`config.mk`:
```
export PLATFORM = sky130hd
export DESIGN_NAME = program_counter_stack_indirect
export DESIGN_NICKNAME = d
export VERILOG_FILES = /design/src/hw/pc_stack_pkg.sv /design/src/hw/return_stack.sv /design/src/hw/indirect_addr.sv /design/src/hw/program_counter_stack_indirect.sv
export SDC_FILE = /design/constraint.sdc
export NUM_CORES = 1
export LEC_CHECK = 0
export BUFFER_PORTS_ARGS = -buffer_cell sky130_fd_sc_hd__buf_2
export CAP_MARGIN = 20
export CORE_MARGIN = 2
export CORE_UTILIZATION = 40
export CTS_CLUSTER_DIAMETER = 60
export CTS_CLUSTER_SIZE = 10
export DETAILED_ROUTE_END_ITERATION = 10
export PLACE_DENSITY_LB_ADDON = 0.1
export SLEW_MARGIN = 20
export SYNTH_ARGS = -nofsm -noshare
export SYNTH_HDL_FRONTEND = slang
export SYNTH_SLANG_ARGS = --single-unit
export TNS_END_PERCENT = 100
```
`constraint.sdc`:
```
create_clock -name clk_i -period 2.8 [get_ports clk_i]
set_input_delay 0 -clock clk_i [delete_from_list [all_inputs] [get_ports clk_i]]
set_output_delay 0 -clock clk_i [all_outputs]
set_load 0.005 [all_outputs]
```
`src/hw/pc_stack_pkg.sv`:
```
// Constants and state types for the program counter, return stack and indirect addressing
`default_nettype none
package pc_stack_pkg;

    localparam int PC_W = 13;
    localparam int LATCH_W = 5;
    localparam int TARGET_W = 11;
    localparam int FILE_ADDR_W = 9;
    localparam int STACK_DEPTH = 8;
    localparam int STACK_PTR_W = 3;
    localparam int WB_DAT_W = 32;
    localparam int WB_ADR_W = 8;

    // Register byte offsets on the bus
    localparam logic [7:0] OFS_PC_LOW_BYTE = 8'h00;
    localparam logic [7:0] OFS_PC_UPPER_LATCH = 8'h04;
    localparam logic [7:0] OFS_FILE_POINTER = 8'h08;
    localparam logic [7:0] OFS_CONTROL = 8'h0c;
    localparam logic [7:0] OFS_INDIRECT_DATA_PORT = 8'h10;

    // Control register field positions
    localparam int CTRL_BANK_BIT = 0;
    localparam int CTRL_SMALL_MEM_BIT = 1;

    // Page-select bit positions within the upper latch
    localparam int LATCH_PAGE_HI = 4;
    localparam int LATCH_PAGE_LO = 3;

    // Values after reset, and the interrupt vector
    localparam logic [PC_W-1:0] PC_RESET = 13'h0000;
    localparam logic [LATCH_W-1:0] LATCH_RESET = 5'h00;
    localparam logic [7:0] FILE_POINTER_RESET = 8'h00;
    localparam logic STACK_PTR_RESET_BIT = 1'b0;
    localparam logic [STACK_PTR_W-1:0] STACK_PTR_RESET = 3'h0;
    localparam logic [PC_W-1:0] IRQ_VECTOR = 13'h0004;

    typedef enum {
        BUS_IDLE,
        BUS_FILE_WAIT,
        BUS_FILE_TAKE
    } bus_state_t;

    typedef struct packed {
        logic [STACK_DEPTH-1:0][PC_W-1:0] slot;
        logic [STACK_PTR_W-1:0] ptr;
    } stack_state_t;

    typedef struct packed {
        logic [PC_W-1:0] pc;
        logic [LATCH_W-1:0] latch;
        logic [7:0] fptr;
        logic bank;
        logic small_mem;
        logic ack;
        logic [WB_DAT_W-1:0] dat;
        logic [FILE_ADDR_W-1:0] file_addr;
        logic file_re;
        logic file_we;
        logic [7:0] file_wdata;
        logic [FILE_ADDR_W-1:0] ind_addr;
        logic ind_null;
        bus_state_t bus;
    } core_state_t;

    // Upper five counter bits for a low-byte write
    function automatic logic [LATCH_W-1:0] upper_from_latch(input logic [LATCH_W-1:0] latch,
                                                            input logic small_mem);
        upper_from_latch = {latch[LATCH_PAGE_HI] & ~small_mem, latch[LATCH_W-2:0]};
    endfunction

    // Full target for a call or jump
    function automatic logic [PC_W-1:0] branch_target(input logic [LATCH_W-1:0] latch,
                                                      input logic small_mem,
                                                      input logic [TARGET_W-1:0] target);
        branch_target = {latch[LATCH_PAGE_HI] & ~small_mem, latch[LATCH_PAGE_LO], target};
    endfunction

endpackage
`default_nettype wire

```
`src/hw/return_stack.sv`:
```
// Eight-entry circular return stack of counter values
`default_nettype none
`timescale 1ns/10ps
module return_stack (
    input wire logic clk_i,
    input wire logic rst_i,
    input wire logic push_i,
    input wire logic pop_i,
    input wire logic [pc_stack_pkg::PC_W-1:0] push_data_i,
    output logic [pc_stack_pkg::PC_W-1:0] top_o
);
    import pc_stack_pkg::*;

    // Slots live outside program and data space; the pointer has no bus path
    stack_state_t st_q;
    stack_state_t st_d;

    // Entry that a pop would return
    assign top_o = st_q.slot[st_q.ptr - 3'h1];

    always_comb begin
        st_d = st_q;
        if (push_i) begin
            // Pointer wraps, ninth push lands on the first slot; no overflow flag exists
            st_d.slot[st_q.ptr] = push_data_i;
            st_d.ptr = st_q.ptr + 3'h1;
        end else if (pop_i) begin
            st_d.ptr = st_q.ptr - 3'h1;
        end
    end

    always_ff @(posedge clk_i) begin
        if (rst_i) begin
            st_q.ptr <= STACK_PTR_RESET;
            st_q.slot <= '0;
        end else begin
            st_q <= st_d;
        end
    end

endmodule // return_stack
`default_nettype wire

```
`src/hw/indirect_addr.sv`:
```
// Forms the indirect data address and its null-pointer flag
`default_nettype none
`timescale 1ns/10ps
module indirect_addr (
    input wire logic [7:0] file_pointer_i,
    input wire logic indirect_bank_bit_i,
    output logic [pc_stack_pkg::FILE_ADDR_W-1:0] addr_o,
    output logic null_o
);
    import pc_stack_pkg::*;

    assign addr_o = {indirect_bank_bit_i, file_pointer_i};
    assign null_o = (file_pointer_i == FILE_POINTER_RESET);

endmodule // indirect_addr
`default_nettype wire

```
`src/hw/program_counter_stack_indirect.sv`:
```
// Program counter, return stack, page select and indirect addressing with a Wishbone slave
`default_nettype none
`timescale 1ns/10ps
module program_counter_stack_indirect (
    input wire logic clk_i,
    input wire logic rst_i,
    // Instruction sequencer
    input wire logic fetch_i,
    input wire logic call_i,
    input wire logic jump_i,
    input wire logic return_i,
    input wire logic irq_vector_i,
    input wire logic [pc_stack_pkg::TARGET_W-1:0] target_i,
    input wire logic pcl_write_i,
    input wire logic [7:0] pcl_wdata_i,
    output logic [pc_stack_pkg::PC_W-1:0] program_counter_o,
    output logic [pc_stack_pkg::FILE_ADDR_W-1:0] indirect_addr_o,
    output logic indirect_null_o,
    // Data register file
    output logic [pc_stack_pkg::FILE_ADDR_W-1:0] file_addr_o,
    output logic file_re_o,
    output logic file_we_o,
    output logic [7:0] file_wdata_o,
    input wire logic [7:0] file_rdata_i,
    // Wishbone classic slave
    input wire logic wb_cyc_i,
    input wire logic wb_stb_i,
    input wire logic wb_we_i,
    input wire logic [pc_stack_pkg::WB_ADR_W-1:0] wb_adr_i,
    input wire logic [3:0] wb_sel_i,
    input wire logic [pc_stack_pkg::WB_DAT_W-1:0] wb_dat_i,
    output logic [pc_stack_pkg::WB_DAT_W-1:0] wb_dat_o,
    output logic wb_ack_o
);
    import pc_stack_pkg::*;

    core_state_t s_q;
    core_state_t s_d;

    logic [PC_W-1:0] stack_top;
    logic stack_push;
    logic stack_pop;
    logic [FILE_ADDR_W-1:0] ind_addr_now;
    logic ind_null_now;
    logic [FILE_ADDR_W-1:0] ind_addr_next;
    logic ind_null_next;
    logic bus_req;
    logic bus_wr_low;

    assign bus_req = wb_cyc_i & wb_stb_i & ~s_q.ack & (s_q.bus == BUS_IDLE);
    assign bus_wr_low = bus_req & wb_we_i & wb_sel_i[0];

    // Push on call or vectoring, pop on a return with no push or jump in the same cycle
    assign stack_push = irq_vector_i | call_i;
    assign stack_pop = ~stack_push & ~jump_i & return_i;

    return_stack u_stack (
        .clk_i(clk_i),
        .rst_i(rst_i),
        .push_i(stack_push),
        .pop_i(stack_pop),
        .push_data_i(s_q.pc),
        .top_o(stack_top)
    );

    // Address for the access now in flight
    indirect_addr u_ind_now (
        .file_pointer_i(s_q.fptr),
        .indirect_bank_bit_i(s_q.bank),
        .addr_o(ind_addr_now),
        .null_o(ind_null_now)
    );

    // Address that the sequencer will see next cycle
    indirect_addr u_ind_next (
        .file_pointer_i(s_d.fptr),
        .indirect_bank_bit_i(s_d.bank),
        .addr_o(ind_addr_next),
        .null_o(ind_null_next)
    );

    always_comb begin
        s_d = s_q;
        s_d.ack = 1'b0;
        s_d.file_re = 1'b0;
        s_d.file_we = 1'b0;

        // Counter update, sequencer events ranked by priority
        if (irq_vector_i) begin
            s_d.pc = IRQ_VECTOR;
        end else if (call_i || jump_i) begin
            s_d.pc = branch_target(s_q.latch, s_q.small_mem, target_i);
        end else if (return_i) begin
            s_d.pc = stack_top;
        end else if (pcl_write_i) begin
            s_d.pc = {upper_from_latch(s_q.latch, s_q.small_mem), pcl_wdata_i};
        end else if (bus_wr_low && (wb_adr_i == OFS_PC_LOW_BYTE)) begin
            s_d.pc = {upper_from_latch(s_q.latch, s_q.small_mem), wb_dat_i[7:0]};
        end else if (fetch_i) begin
            s_d.pc = s_q.pc + 13'h0001;
        end

        // Bus slave
        case (s_q.bus)
            BUS_IDLE: begin
                if (bus_req) begin
                    s_d.dat = '0;
                    if (wb_adr_i == OFS_INDIRECT_DATA_PORT) begin
                        // Port has no storage; access goes to the pointed register
                        s_d.file_addr = ind_addr_now;
                        s_d.file_wdata = wb_dat_i[7:0];
                        if (wb_we_i) begin
                            s_d.file_we = wb_sel_i[0] & ~ind_null_now;
                            s_d.ack = 1'b1;
                        end else if (ind_null_now) begin
                            s_d.ack = 1'b1;
                        end else begin
                            s_d.file_re = 1'b1;
                            s_d.bus = BUS_FILE_WAIT;
                        end
                    end else begin
                        s_d.ack = 1'b1;
                        case (wb_adr_i)
                            OFS_PC_LOW_BYTE: begin
                                // Upper bits never appear here
                                s_d.dat[7:0] = s_q.pc[7:0];
                            end
                            OFS_PC_UPPER_LATCH: begin
                                s_d.dat[LATCH_W-1:0] = s_q.latch;
                                if (bus_wr_low) begin
                                    s_d.latch = wb_dat_i[LATCH_W-1:0];
                                end
                            end
                            OFS_FILE_POINTER: begin
                                s_d.dat[7:0] = s_q.fptr;
                                if (bus_wr_low) begin
                                    s_d.fptr = wb_dat_i[7:0];
                                end
                            end
                            OFS_CONTROL: begin
                                s_d.dat[CTRL_BANK_BIT] = s_q.bank;
                                s_d.dat[CTRL_SMALL_MEM_BIT] = s_q.small_mem;
                                if (bus_wr_low) begin
                                    s_d.bank = wb_dat_i[CTRL_BANK_BIT];
                                    s_d.small_mem = wb_dat_i[CTRL_SMALL_MEM_BIT];
                                end
                            end
                            default: begin
                                s_d.dat = '0;
                            end
                        endcase
                    end
                end
            end
            BUS_FILE_WAIT: begin
                s_d.bus = BUS_FILE_TAKE;
            end
            BUS_FILE_TAKE: begin
                s_d.dat = {24'h000000, file_rdata_i};
                s_d.ack = 1'b1;
                s_d.bus = BUS_IDLE;
            end
            default: begin
                s_d.bus = BUS_IDLE;
            end
        endcase

        s_d.ind_addr = ind_addr_next;
        s_d.ind_null = ind_null_next;
    end

    always_ff @(posedge clk_i) begin
        if (rst_i) begin
            s_q.pc <= PC_RESET;
            s_q.latch <= LATCH_RESET;
            s_q.fptr <= FILE_POINTER_RESET;
            s_q.bank <= 1'b0;
            s_q.small_mem <= 1'b0;
            s_q.ack <= 1'b0;
            s_q.dat <= '0;
            s_q.file_addr <= '0;
            s_q.file_re <= 1'b0;
            s_q.file_we <= 1'b0;
            s_q.file_wdata <= 8'h00;
            s_q.ind_addr <= '0;
            s_q.ind_null <= 1'b1;
            s_q.bus <= BUS_IDLE;
        end else begin
            s_q <= s_d;
        end
    end

    assign program_counter_o = s_q.pc;
    assign indirect_addr_o = s_q.ind_addr;
    assign indirect_null_o = s_q.ind_null;
    assign file_addr_o = s_q.file_addr;
    assign file_re_o = s_q.file_re;
    assign file_we_o = s_q.file_we;
    assign file_wdata_o = s_q.file_wdata;
    assign wb_dat_o = s_q.dat;
    assign wb_ack_o = s_q.ack;

endmodule // program_counter_stack_indirect
`default_nettype wire

```
==> impl_metrics.yaml, run 1 <==
power_and_ir_drop:
  irDropWorstVdd_mv: 0.384
  power_frac_comb_pct: 13.0
  p_per_area_nw_per_um2: 589
  switchingPower_w: 0.00153
  pwr-share-seq_pct: 42.9
  power.internal_w: 0.00413
  swShare_pct: 27.0
  leakage_nw: 3.89
  p_clk_share_pct: 44.1
yosys:
  synth_top_area_share_pct: 40.0
  yosysWarnings: 0
  yosysMostFrequentCell: "dfxtp_1"
  async_flop_share_pct: 0
  ys_seq_area_share_pct: 40.0
  synth_edf_count: 0
  synthTopCellsByArea: "dfxtp_1 40%, mux2i_1 13%, mux4_2 7.6%"
  yosys.area.top_type: "dfxtp_1"
  syn_area_per_cell_um2: 9.24
  synth_flop_cell: "dfxtp_1"
  synth_area_um2: 8310
  ys_types: 63
  synth-seq-cells: 166
  synthCells: 900
  synthTopCellsByCount: "166 x dfxtp_1, 145 x nor2_1, 112 x mux2i_1, 94 x nand2_1, 73 x buf_4"
floorplan:
  num_rows: 52
  initial_utilization_pct: 41.0
  die_area_um2: 22000
  core_area_um2: 20300
  die_y_um: 148
  dieWidth_um: 148
  ios: 157
drt:
  vias_per_cell: 5.22
  firstDrtPassIters: 5
  wl_mm: 23.6
  wl_per_cell_um: 18.8
  vias: 6551
  postRouteAntennaNets: 0
  drtIter0Drc: 350
  drt_drc_violations_left: 0
place:
  hpwl_mm: 16.5
  portBuffers: 105
  globalplace.congestion: 0.861
clock_tree:
  cts.sinks: 166
  clock-root-buffer: "clkbuf_16"
  cts_buffer_depth: 2
  cts_buffers: 17
  clk_pin_slew_ns: 0.07
  htreeDepth: 4
  cts_tree: "yes"
  clock_latency_ns: 0.43
global_route:
  grt_pass1_vias: 6261
  antenna_found_initial: 0
  busiest_layer: "met2"
  grt_use_met2_pct: 35.3
  track_usage_pct: 21.5
  grt_util_met3_pct: 3.96
  overflow: 0
  grt_pass1_wl_mm: 36.3
  use_met1_pct: 28.7
  grt_max_degree: 138
sta:
  worstMarginPinSlew_ns: 0.911
  report.final.setup_viol: 0
  whs_ns: 0.0213
  tns_ns: 0
  finalHoldViolCount: 0
  drv_slew: 0
  fin_crit_ns: 2.58
  slew_headroom_pct: 39.3
  skew_ns: 0.0107
  rsz0062_at_grt: "false"
  fin_crit_sh_pct: 92.0
  max_freq_ghz: 0.388
job:
  drv_cap: 0
setup_path:
  ff2ff_setup_slack_ns: 0.22
  arrival_ns: 2.89
  cp-start-kind: "flip-flop"
  cp.required_ns: 3.11
  critical_path_class: "flip-flop to flip-flop"
  crit_path_end_kind: "flip-flop"
  crit_fanout: 14
finish:
  layout.nets: 1057
  diodes: 0
  syn_to_final_growth_pct: 15.7
  drive_above_1_share_pct: 22.2
run_status:
  status: "complete, no violations"
worst_hold_path:
  hold_class: "primary input to flip-flop"
flip-flops by register name, indices dropped and copies added, names as in the netlist:
name	cells
file_we_o	1
indirect_null_o	1
program_counter_o	13
wb_dat_o	8
file_wdata_o	8
u_stack.st_q	107
indirect_addr_o	1
file_re_o	1
file_addr_o	9
s_q	16
wb_ack_o	1
worst paths after layout:
check / from / cells after the start / end
max: u_stack.st_q[1]$_SDFFE_PP0P_ / 8 / program_counter_o[0]$_SDFFE_PP0P_
min reg2reg: file_addr_o[3]$_SDFFE_PP0P_ / 2 / file_addr_o[3]$_SDFFE_PP0P_
max reg2reg: u_stack.st_q[1]$_SDFFE_PP0P_ / 8 / program_counter_o[0]$_SDFFE_PP0P_
min: pcl_wdata_i[6] / 5 / program_counter_o[6]$_SDFFE_PP0P_
per-stage QoR:
step	setup WS, ns	area, um2	util, %	cells	total power, W
final	0.224	9620	47.4	1255	0.00566
after global routing	0.0533	9620	47.4	1255	0.00588
after CTS	0.148	9610	47.4	1255	0.00572
after detailed placement	0.390	8700	42.9	1194	0.00319
after global placement	0.426	8700	42.9	1194	0.00319
after floorplan	0.0850	8410	-	923	0.00296
placed cells by master (no fill, tap or decap), drive strengths merged, types with 17 or more instances in the layout:
| cell type | instances |
|---|---|
| buf | 139 |
| a21oi | 41 |
| clkbuf | 19 |
| mux2i | 112 |
| nand2 | 95 |
| dfxtp | 166 |
| mux4 | 28 |
| nor2 | 147 |
| o21ai | 18 |
| dlygate4sd3 | 29 |
| nor3 | 17 |
| conb | 24 |
critical path, stage by stage (launching register included):
cell and delay, ns:
dfxtp_1 0.44, inv_1 0.09, ha_1 0.38, buf_6 0.22, mux4_2 0.31, nand2_1 0.11, nand3_1 0.09, a32o_1 0.28
dlygate4sd3_1 0.54
power by group through the flow:
stage	clock [W]	sequential (W)	combinational (W)
floorplan	0	0.00248	0.000485
global placement	0	0.00248	0.000705
detailed placement	0	0.00248	0.000705
CTS	0.00255	0.00243	0.000738
global route	0.00266	0.00244	0.000788
finish	0.00250	0.00243	0.000734
layout make-up:
cell class,count,area [um2]
Clock buffer,19,433
Fill cell,1986,10700
Sequential cell,166,3320
Multi-Input combinational cell,612,4220
Timing Repair Buffer,168,1090
Inverter,7,26.3
Tap cell,270,338
Clock inverter,13,186
layer usage:
| metal | vias to the layer above | wire, um |
|---|---|---|
| met5 | - | 0 |
| li1 | 3191 | - |
| met1 | 3134 | 10600 |
| met2 | 197 | 11200 |
| met3 | 29 | 1320 |
| met4 | 0 | 461 |
what timing repair did:
action                                  in CTS  in global routing
setup buffers                                0                  0
endpoints found under the setup margin       0                  1
hold buffers                                29                  0
endpoints found under the hold margin       56                  0
gates resized for setup                      0                  1
cell families after synthesis:
logic type                 count (synthesis)  share of synthesized area, %
DFF                                      166                          40.0
adders and majority gates                  3                         0.452
and+or+nand+nor                          321                          17.6
xor gates and xnor gates                  14                          1.47
buffers and inverters                    145                          10.6
AOI/OAI and AO/OA                        108                          8.49
muxes                                    142                          21.3
other                                      1                        0.0451
Power figures use the tool's default switching activity.
==> run 2, diff against run 1 <==
--- a/config.mk
+++ b/config.mk
@@ -5,13 +5,13 @@
 export SDC_FILE = /design/constraint.sdc
 export NUM_CORES = 1
 export LEC_CHECK = 0
-export BUFFER_PORTS_ARGS = -buffer_cell sky130_fd_sc_hd__buf_2
 export CAP_MARGIN = 20
 export CORE_MARGIN = 2
 export CORE_UTILIZATION = 40
 export CTS_CLUSTER_DIAMETER = 60
 export CTS_CLUSTER_SIZE = 10
 export DETAILED_ROUTE_END_ITERATION = 10
+export DONT_BUFFER_PORTS = 1
 export PLACE_DENSITY_LB_ADDON = 0.1
 export SLEW_MARGIN = 20
 export SYNTH_ARGS = -nofsm -noshare
==> impl_metrics.yaml, run 2 (synthesis gave the netlist of run 1 again) <==
setup_path:
  cp.required_ns: 3.11
  worst-path-buf-inv: 1
  arrival_ns: 2.93
  cp-start-kind: "flip-flop"
  path_delay_family: "compound AO/OA/AOI/OAI gates"
  critical_path_class: "flip-flop to flip-flop"
  r2r_cells: 5
  crit_fanout: 10
  rr_startpoint: "wb_ack_o$_SDFF_PP0_"
  worstReg2RegEnd: "program_counter_o[10]$_SDFFE_PP0P_"
  critPathSlowestCell: "o41a_2"
  ff2ff_setup_slack_ns: 0.18
  crit_chain: "nand4bb_1, o41a_2, a2111oi_1, a21oi_1, dlygate4sd3_1"
  slowest_delay_ns: 0.69
  crit_path_end_kind: "flip-flop"
drt:
  vias_per_cell: 5.49
  wl_mm: 23.9
  postRouteAntennaNets: 0
  drtIter0Drc: 460
  vias: 6413
  drt_drc_violations_left: 0
  wl_per_cell_um: 20.4
  firstDrtPassIters: 6
floorplan:
  dieWidth_um: 148
  core_area_um2: 20300
  initial_utilization_pct: 41.0
  die_area_um2: 22000
  die_y_um: 148
  num_rows: 52
  ios: 157
global_route:
  antenna_found_initial: 2
  overflow: 0
  grt_max_degree: 156
  grt_pass1_vias: 6374
  track_usage_pct: 21.9
  grt_pass1_wl_mm: 36.8
finish:
  syn_to_final_growth_pct: 12.0
  largest_register_ffs: 107
  final_cell_mix: "164 x dfxtp_1, 145 x nor2_1, 112 x mux2i_1"
  regMostFlops: "u_stack.st_q"
  layout.nets: 971
  fin_area_um2: 9310
  layout_commonest_cell: "dfxtp_1"
  drive_above_1_share_pct: 12.6
sta:
  report.final.setup_viol: 0
  whs_ns: 0.0171
  worstMarginPinSlew_ns: 1.05
  skew_ns: 0.00935
  drv_slew: 0
  fin_crit_ns: 2.62
  tns_ns: 0
  fin_ws_ns: 0.177
  rsz0062_at_grt: "false"
  fin_crit_sh_pct: 93.7
  slew_headroom_pct: 30.1
  finalHoldViolCount: 0
  max_freq_ghz: 0.381
clock_tree:
  clock_latency_ns: 0.42
  htreeDepth: 4
  cts_buffers: 17
  cts_tree: "yes"
  clock-root-buffer: "clkbuf_16"
  clk_pin_slew_ns: 0.06
  cts.sinks: 166
  cts_buffer_depth: 2
place:
  hpwl_mm: 16.4
  dpl_cell_area_um2: 8160
  portBuffers: 0
  preCtsSetupSlack_ns: 0.379
  globalplace.congestion: 0.838
worst_hold_path:
  hold_class: "primary input to flip-flop"
  min_to: "indirect_null_o$_SDFF_PP1_"
  whs_path_depth: 3
  hold_start: "wb_adr_i[1]"
power_and_ir_drop:
  irDropWorstVdd_mv: 0.334
  p_per_area_nw_per_um2: 597
  leakage_nw: 3.48
job:
  drv_cap: 0
run_status:
  status: "complete, no violations"
[run 2: worst min-delay path: stages]
cell and delay (ns):
nor4_4 0.05, nand3_4 0.19, a211o_1 0.16
[run 2: routing by layer]
metal  global-route usage, %  vias up  wire [um]
li1                        -     3015          -
met1                    26.9     3139       9980
met2                    36.9      211      11700
met3                    5.15       46       1490
met4                    9.38        2        746
met5                       0        -          8
[run 2: timing repair]
action	in CTS	in global routing
buffers inserted	0	0
endpoints found under the setup margin	0	1
hold buffers	52	0
resized for setup	0	4
hold endpoints to repair	166	0
[run 2: final cells by class]
cell class | instances | area (um2)
Clock inverter | 10 | 146
Antenna cell | 1 | 2.50
Clock buffer | 21 | 460
Tap cell | 270 | 338
Multi-Input combinational cell | 612 | 4220
Inverter | 7 | 26.3
Fill cell | 1945 | 11000
Sequential cell | 166 | 3330
Timing Repair Buffer | 82 | 788
[run 2: worst max path at each step]
stage / depth (start not counted) / startpoint / end / slack (ns)
global route: 5 / wb_ack_o$_SDFF_PP0_ / program_counter_o[10]$_SDFFE_PP0P_ / 0.08
detailed placement: 7 / u_stack.st_q[1]$_SDFFE_PP0P_ / program_counter_o[2]$_SDFFE_PP0P_ / 0.38
CTS: 9 / u_stack.st_q[1]$_SDFFE_PP0P_ / program_counter_o[10]$_SDFFE_PP0P_ / 0.09
global placement: 7 / u_stack.st_q[1]$_SDFFE_PP0P_ / program_counter_o[2]$_SDFFE_PP0P_ / 0.43
finish: 5 / wb_ack_o$_SDFF_PP0_ / program_counter_o[10]$_SDFFE_PP0P_ / 0.18
floorplan: 10 / u_stack.st_q[0]$_SDFFE_PP0P_ / program_counter_o[8]$_SDFFE_PP0P_ / 0.08
[run 2: per-stage QoR]
step,util [%],cells,total power (W)
2_1_floorplan,-,923,0.00296
3_3_place_gp,40.2,1085,0.00305
3_5_place_dp,40.2,1085,0.00306
4_1_cts,45.8,1168,0.00561
5_1_grt,45.9,1169,0.00575
6_report,45.9,1169,0.00556
[run 2: power breakdown]
group          leakage (nW)  internal, W  total, W  switching [W]
Sequential             1.34      0.00240   0.00243      0.0000307
Combinational          1.84     0.000281  0.000695       0.000414
Clock                 0.299      0.00146   0.00243       0.000975
Total                  3.48      0.00414   0.00556        0.00142
==> run 3, diff against run 2 <==
--- a/config.mk
+++ b/config.mk
@@ -16,5 +16,6 @@
 export SLEW_MARGIN = 20
 export SYNTH_ARGS = -nofsm -noshare
 export SYNTH_HDL_FRONTEND = slang
+export SYNTH_HIERARCHICAL = 1
 export SYNTH_SLANG_ARGS = --single-unit
 export TNS_END_PERCENT = 100
==> impl_metrics.yaml, run 3 <==
setup_path:
  arrival_ns: 2.84
  path_delay_family: "simple AND/OR/NAND/NOR gates"
  crit_chain: "inv_1, ha_4, buf_12, mux2i_1, nand3_1, and4_1, nand2_1, a31o_2, nand3_1, a311oi_1, nor3b_1"
  cp.required_ns: 3.12
  slowest_delay_ns: 0.42
  critical_path_class: "flip-flop to flip-flop"
  crit_fanout: 24
  worst-path-buf-inv: 2
  crit_path_end_kind: "flip-flop"
  cpMostUsedCell: "nand3_1"
  critPathSlowestCell: "ha_4"
  cp-start-kind: "flip-flop"
place:
  globalplace.congestion: 0.847
  dpl_cell_area_um2: 8720
  portBuffers: 0
  hpwl_mm: 18.4
finish:
  final_cell_mix: "260 x nand2_1, 175 x dfxtp_1, 141 x a21oi_1"
  syn_to_final_growth_pct: 10.2
  fin_area_um2: 9990
  regMostFlops: "u_stack/st_q"
  layout_commonest_cell: "nand2_1"
  diodes: 0
  layout.nets: 1162
  drive_above_1_share_pct: 9.64
  largest_register_ffs: 107
global_route:
  grt_max_degree: 159
  busiest_layer: "met2"
  use_met1_pct: 30.0
  antenna_found_initial: 0
  grt_pass1_wl_mm: 42.0
  grt_util_met3_pct: 4.43
  overflow: 0
  grt_use_met2_pct: 38.9
  grt_pass1_vias: 6856
  track_usage_pct: 23.1
yosys:
  syn_area_per_cell_um2: 8.10
  synth_top_area_share_pct: 38.6
  yosys.area.top_type: "dfxtp_1"
  synth_flop_cell: "dfxtp_1"
  yosysWarnings: 6
  synth_area_um2: 9070
  ys_seq_area_share_pct: 38.6
  synthTopCellsByCount: "260 x nand2_1, 175 x dfxtp_1, 141 x a21oi_1, 92 x buf_4, 62 x mux2i_1"
  async_flop_share_pct: 0
  synth_edf_count: 0
  synthCells: 1120
  ys_types: 75
  synthTopCellsByArea: "dfxtp_1 39%, nand2_1 11%, a21oi_1 7.8%"
  synth-seq-cells: 175
  yosysMostFrequentCell: "nand2_1"
clock_tree:
  cts_buffer_depth: 2
  clk_pin_slew_ns: 0.07
  cts_buffers: 17
  post_cts_resized: 0
  clock-root-buffer: "clkbuf_16"
  htreeDepth: 4
  clock_latency_ns: 0.44
  cts_tree: "yes"
  cts.sinks: 175
power_and_ir_drop:
  p_per_area_nw_per_um2: 614
  irDropWorstVdd_mv: 0.426
  leakage_nw: 3.53
sta:
  finalHoldViolCount: 0
  report.final.setup_viol: 0
  skew_ns: 0.0108
  worstMarginPinSlew_ns: 0.857
  rsz0062_at_grt: "false"
  max_freq_ghz: 0.396
  fin_crit_ns: 2.53
  fin_crit_sh_pct: 90.3
  tns_ns: 0
  slew_headroom_pct: 42.6
  drv_slew: 0
floorplan:
  dieWidth_um: 155
  core_area_um2: 22400
  die_y_um: 155
  ios: 157
  initial_utilization_pct: 40.4
  num_rows: 55
  die_area_um2: 23900
drt:
  wl_mm: 27.8
  firstDrtPassIters: 5
  wl_per_cell_um: 20.2
  vias: 7409
  drtIter0Drc: 579
  vias_per_cell: 5.39
  postRouteAntennaNets: 0
  drt_drc_violations_left: 0
worst_hold_path:
  hold_class: "primary input to flip-flop"
run_status:
  status: "complete, no violations"
job:
  drv_cap: 0
-- run 3: cell types whose count changed after synthesis, sizes merged, moves of 46 or more --
cell / delta
buf: +46
nand2: +165
nor2: -102
nand3: +50
a21oi: +100
mux2i: -50
-- run 3: power breakdown --
part           internal [W]  total (W)  switching (W)
registers           0.00253    0.00256      0.0000331
logic              0.000381   0.000968       0.000586
clock network       0.00154    0.00261        0.00107
total               0.00444    0.00614        0.00169
-- run 3: worst paths after layout --
check	from	end	slack, ns	depth (start not counted)
worst max-delay path	u_stack/st_q[1]$_SDFFE_PP0P_	program_counter_o[7]$_SDFFE_PP0P_	0.27	11
worst max register to register	u_stack/st_q[1]$_SDFFE_PP0P_	program_counter_o[7]$_SDFFE_PP0P_	0.27	11
worst min register to register	u_stack/st_q[50]$_SDFFE_PP0P_	u_stack/st_q[50]$_SDFFE_PP0P_	0.45	2
worst min-delay path	rst_i	s_q[106]$_SDFFE_PP0P_	0.02	2
-- run 3: stage by stage --
stage	total power (W)	instances	hold slack, ns	utilization (%)	worst slack, ns
global placement	0.00346	1283	0.0822	38.9	0.260
global route	0.00636	1374	0.0163	44.5	0.112
finish	0.00614	1374	0.0193	44.5	0.272
floorplan	0.00327	1143	0.0785	-	0.0235
CTS	0.00618	1374	0.00127	44.5	0.199
detailed placement	0.00346	1283	0.0806	38.9	0.214
-- run 3: routing by layer --
layer  share of wire, %  up-vias
met5                  0        -
met4                2.2        0
met3                5.2       34
met2                 49      207
met1                 44     3533
li1                   -     3635
-- run 3: final cells by class --
type                       count  area, um2
sequential                   175       3500
clock inverter                13        199
multi-input combinational    786       4590
tap                          285        357
timing repair buffer          90        881
clock buffer                  18        439
fill                        2220      12400
inverter                       7       26.3
-- run 3: kinds of logic after synthesis --
family / after synthesis / share of synthesized area [%]
buffers and inverters: 182 / 12.0
XOR/XNOR: 9 / 1.03
AO/OA/AOI/OAI: 195 / 12.3
AND/OR/NAND/NOR: 476 / 26.1
multiplexers: 79 / 9.53
adder cells (fa/ha/maj): 3 / 0.414
flip-flops: 175 / 38.6
other: 1 / 0.0413
-- run 3: timing repair --
item	in CTS	in global routing
hold buffers	60	0
endpoints found under the hold margin	175	0
buffers inserted	0	0
-- run 3: worst register-to-register path: stages, from the launching register on --
cell and delay (ns):
dfxtp_1 0.33, inv_1 0.06, ha_4 0.42, buf_12 0.26, mux2i_1 0.33, nand3_1 0.11, and4_1 0.18, nand2_1 0.06
a31o_2 0.18, nand3_1 0.11, a311oi_1 0.28, nor3b_1 0.09
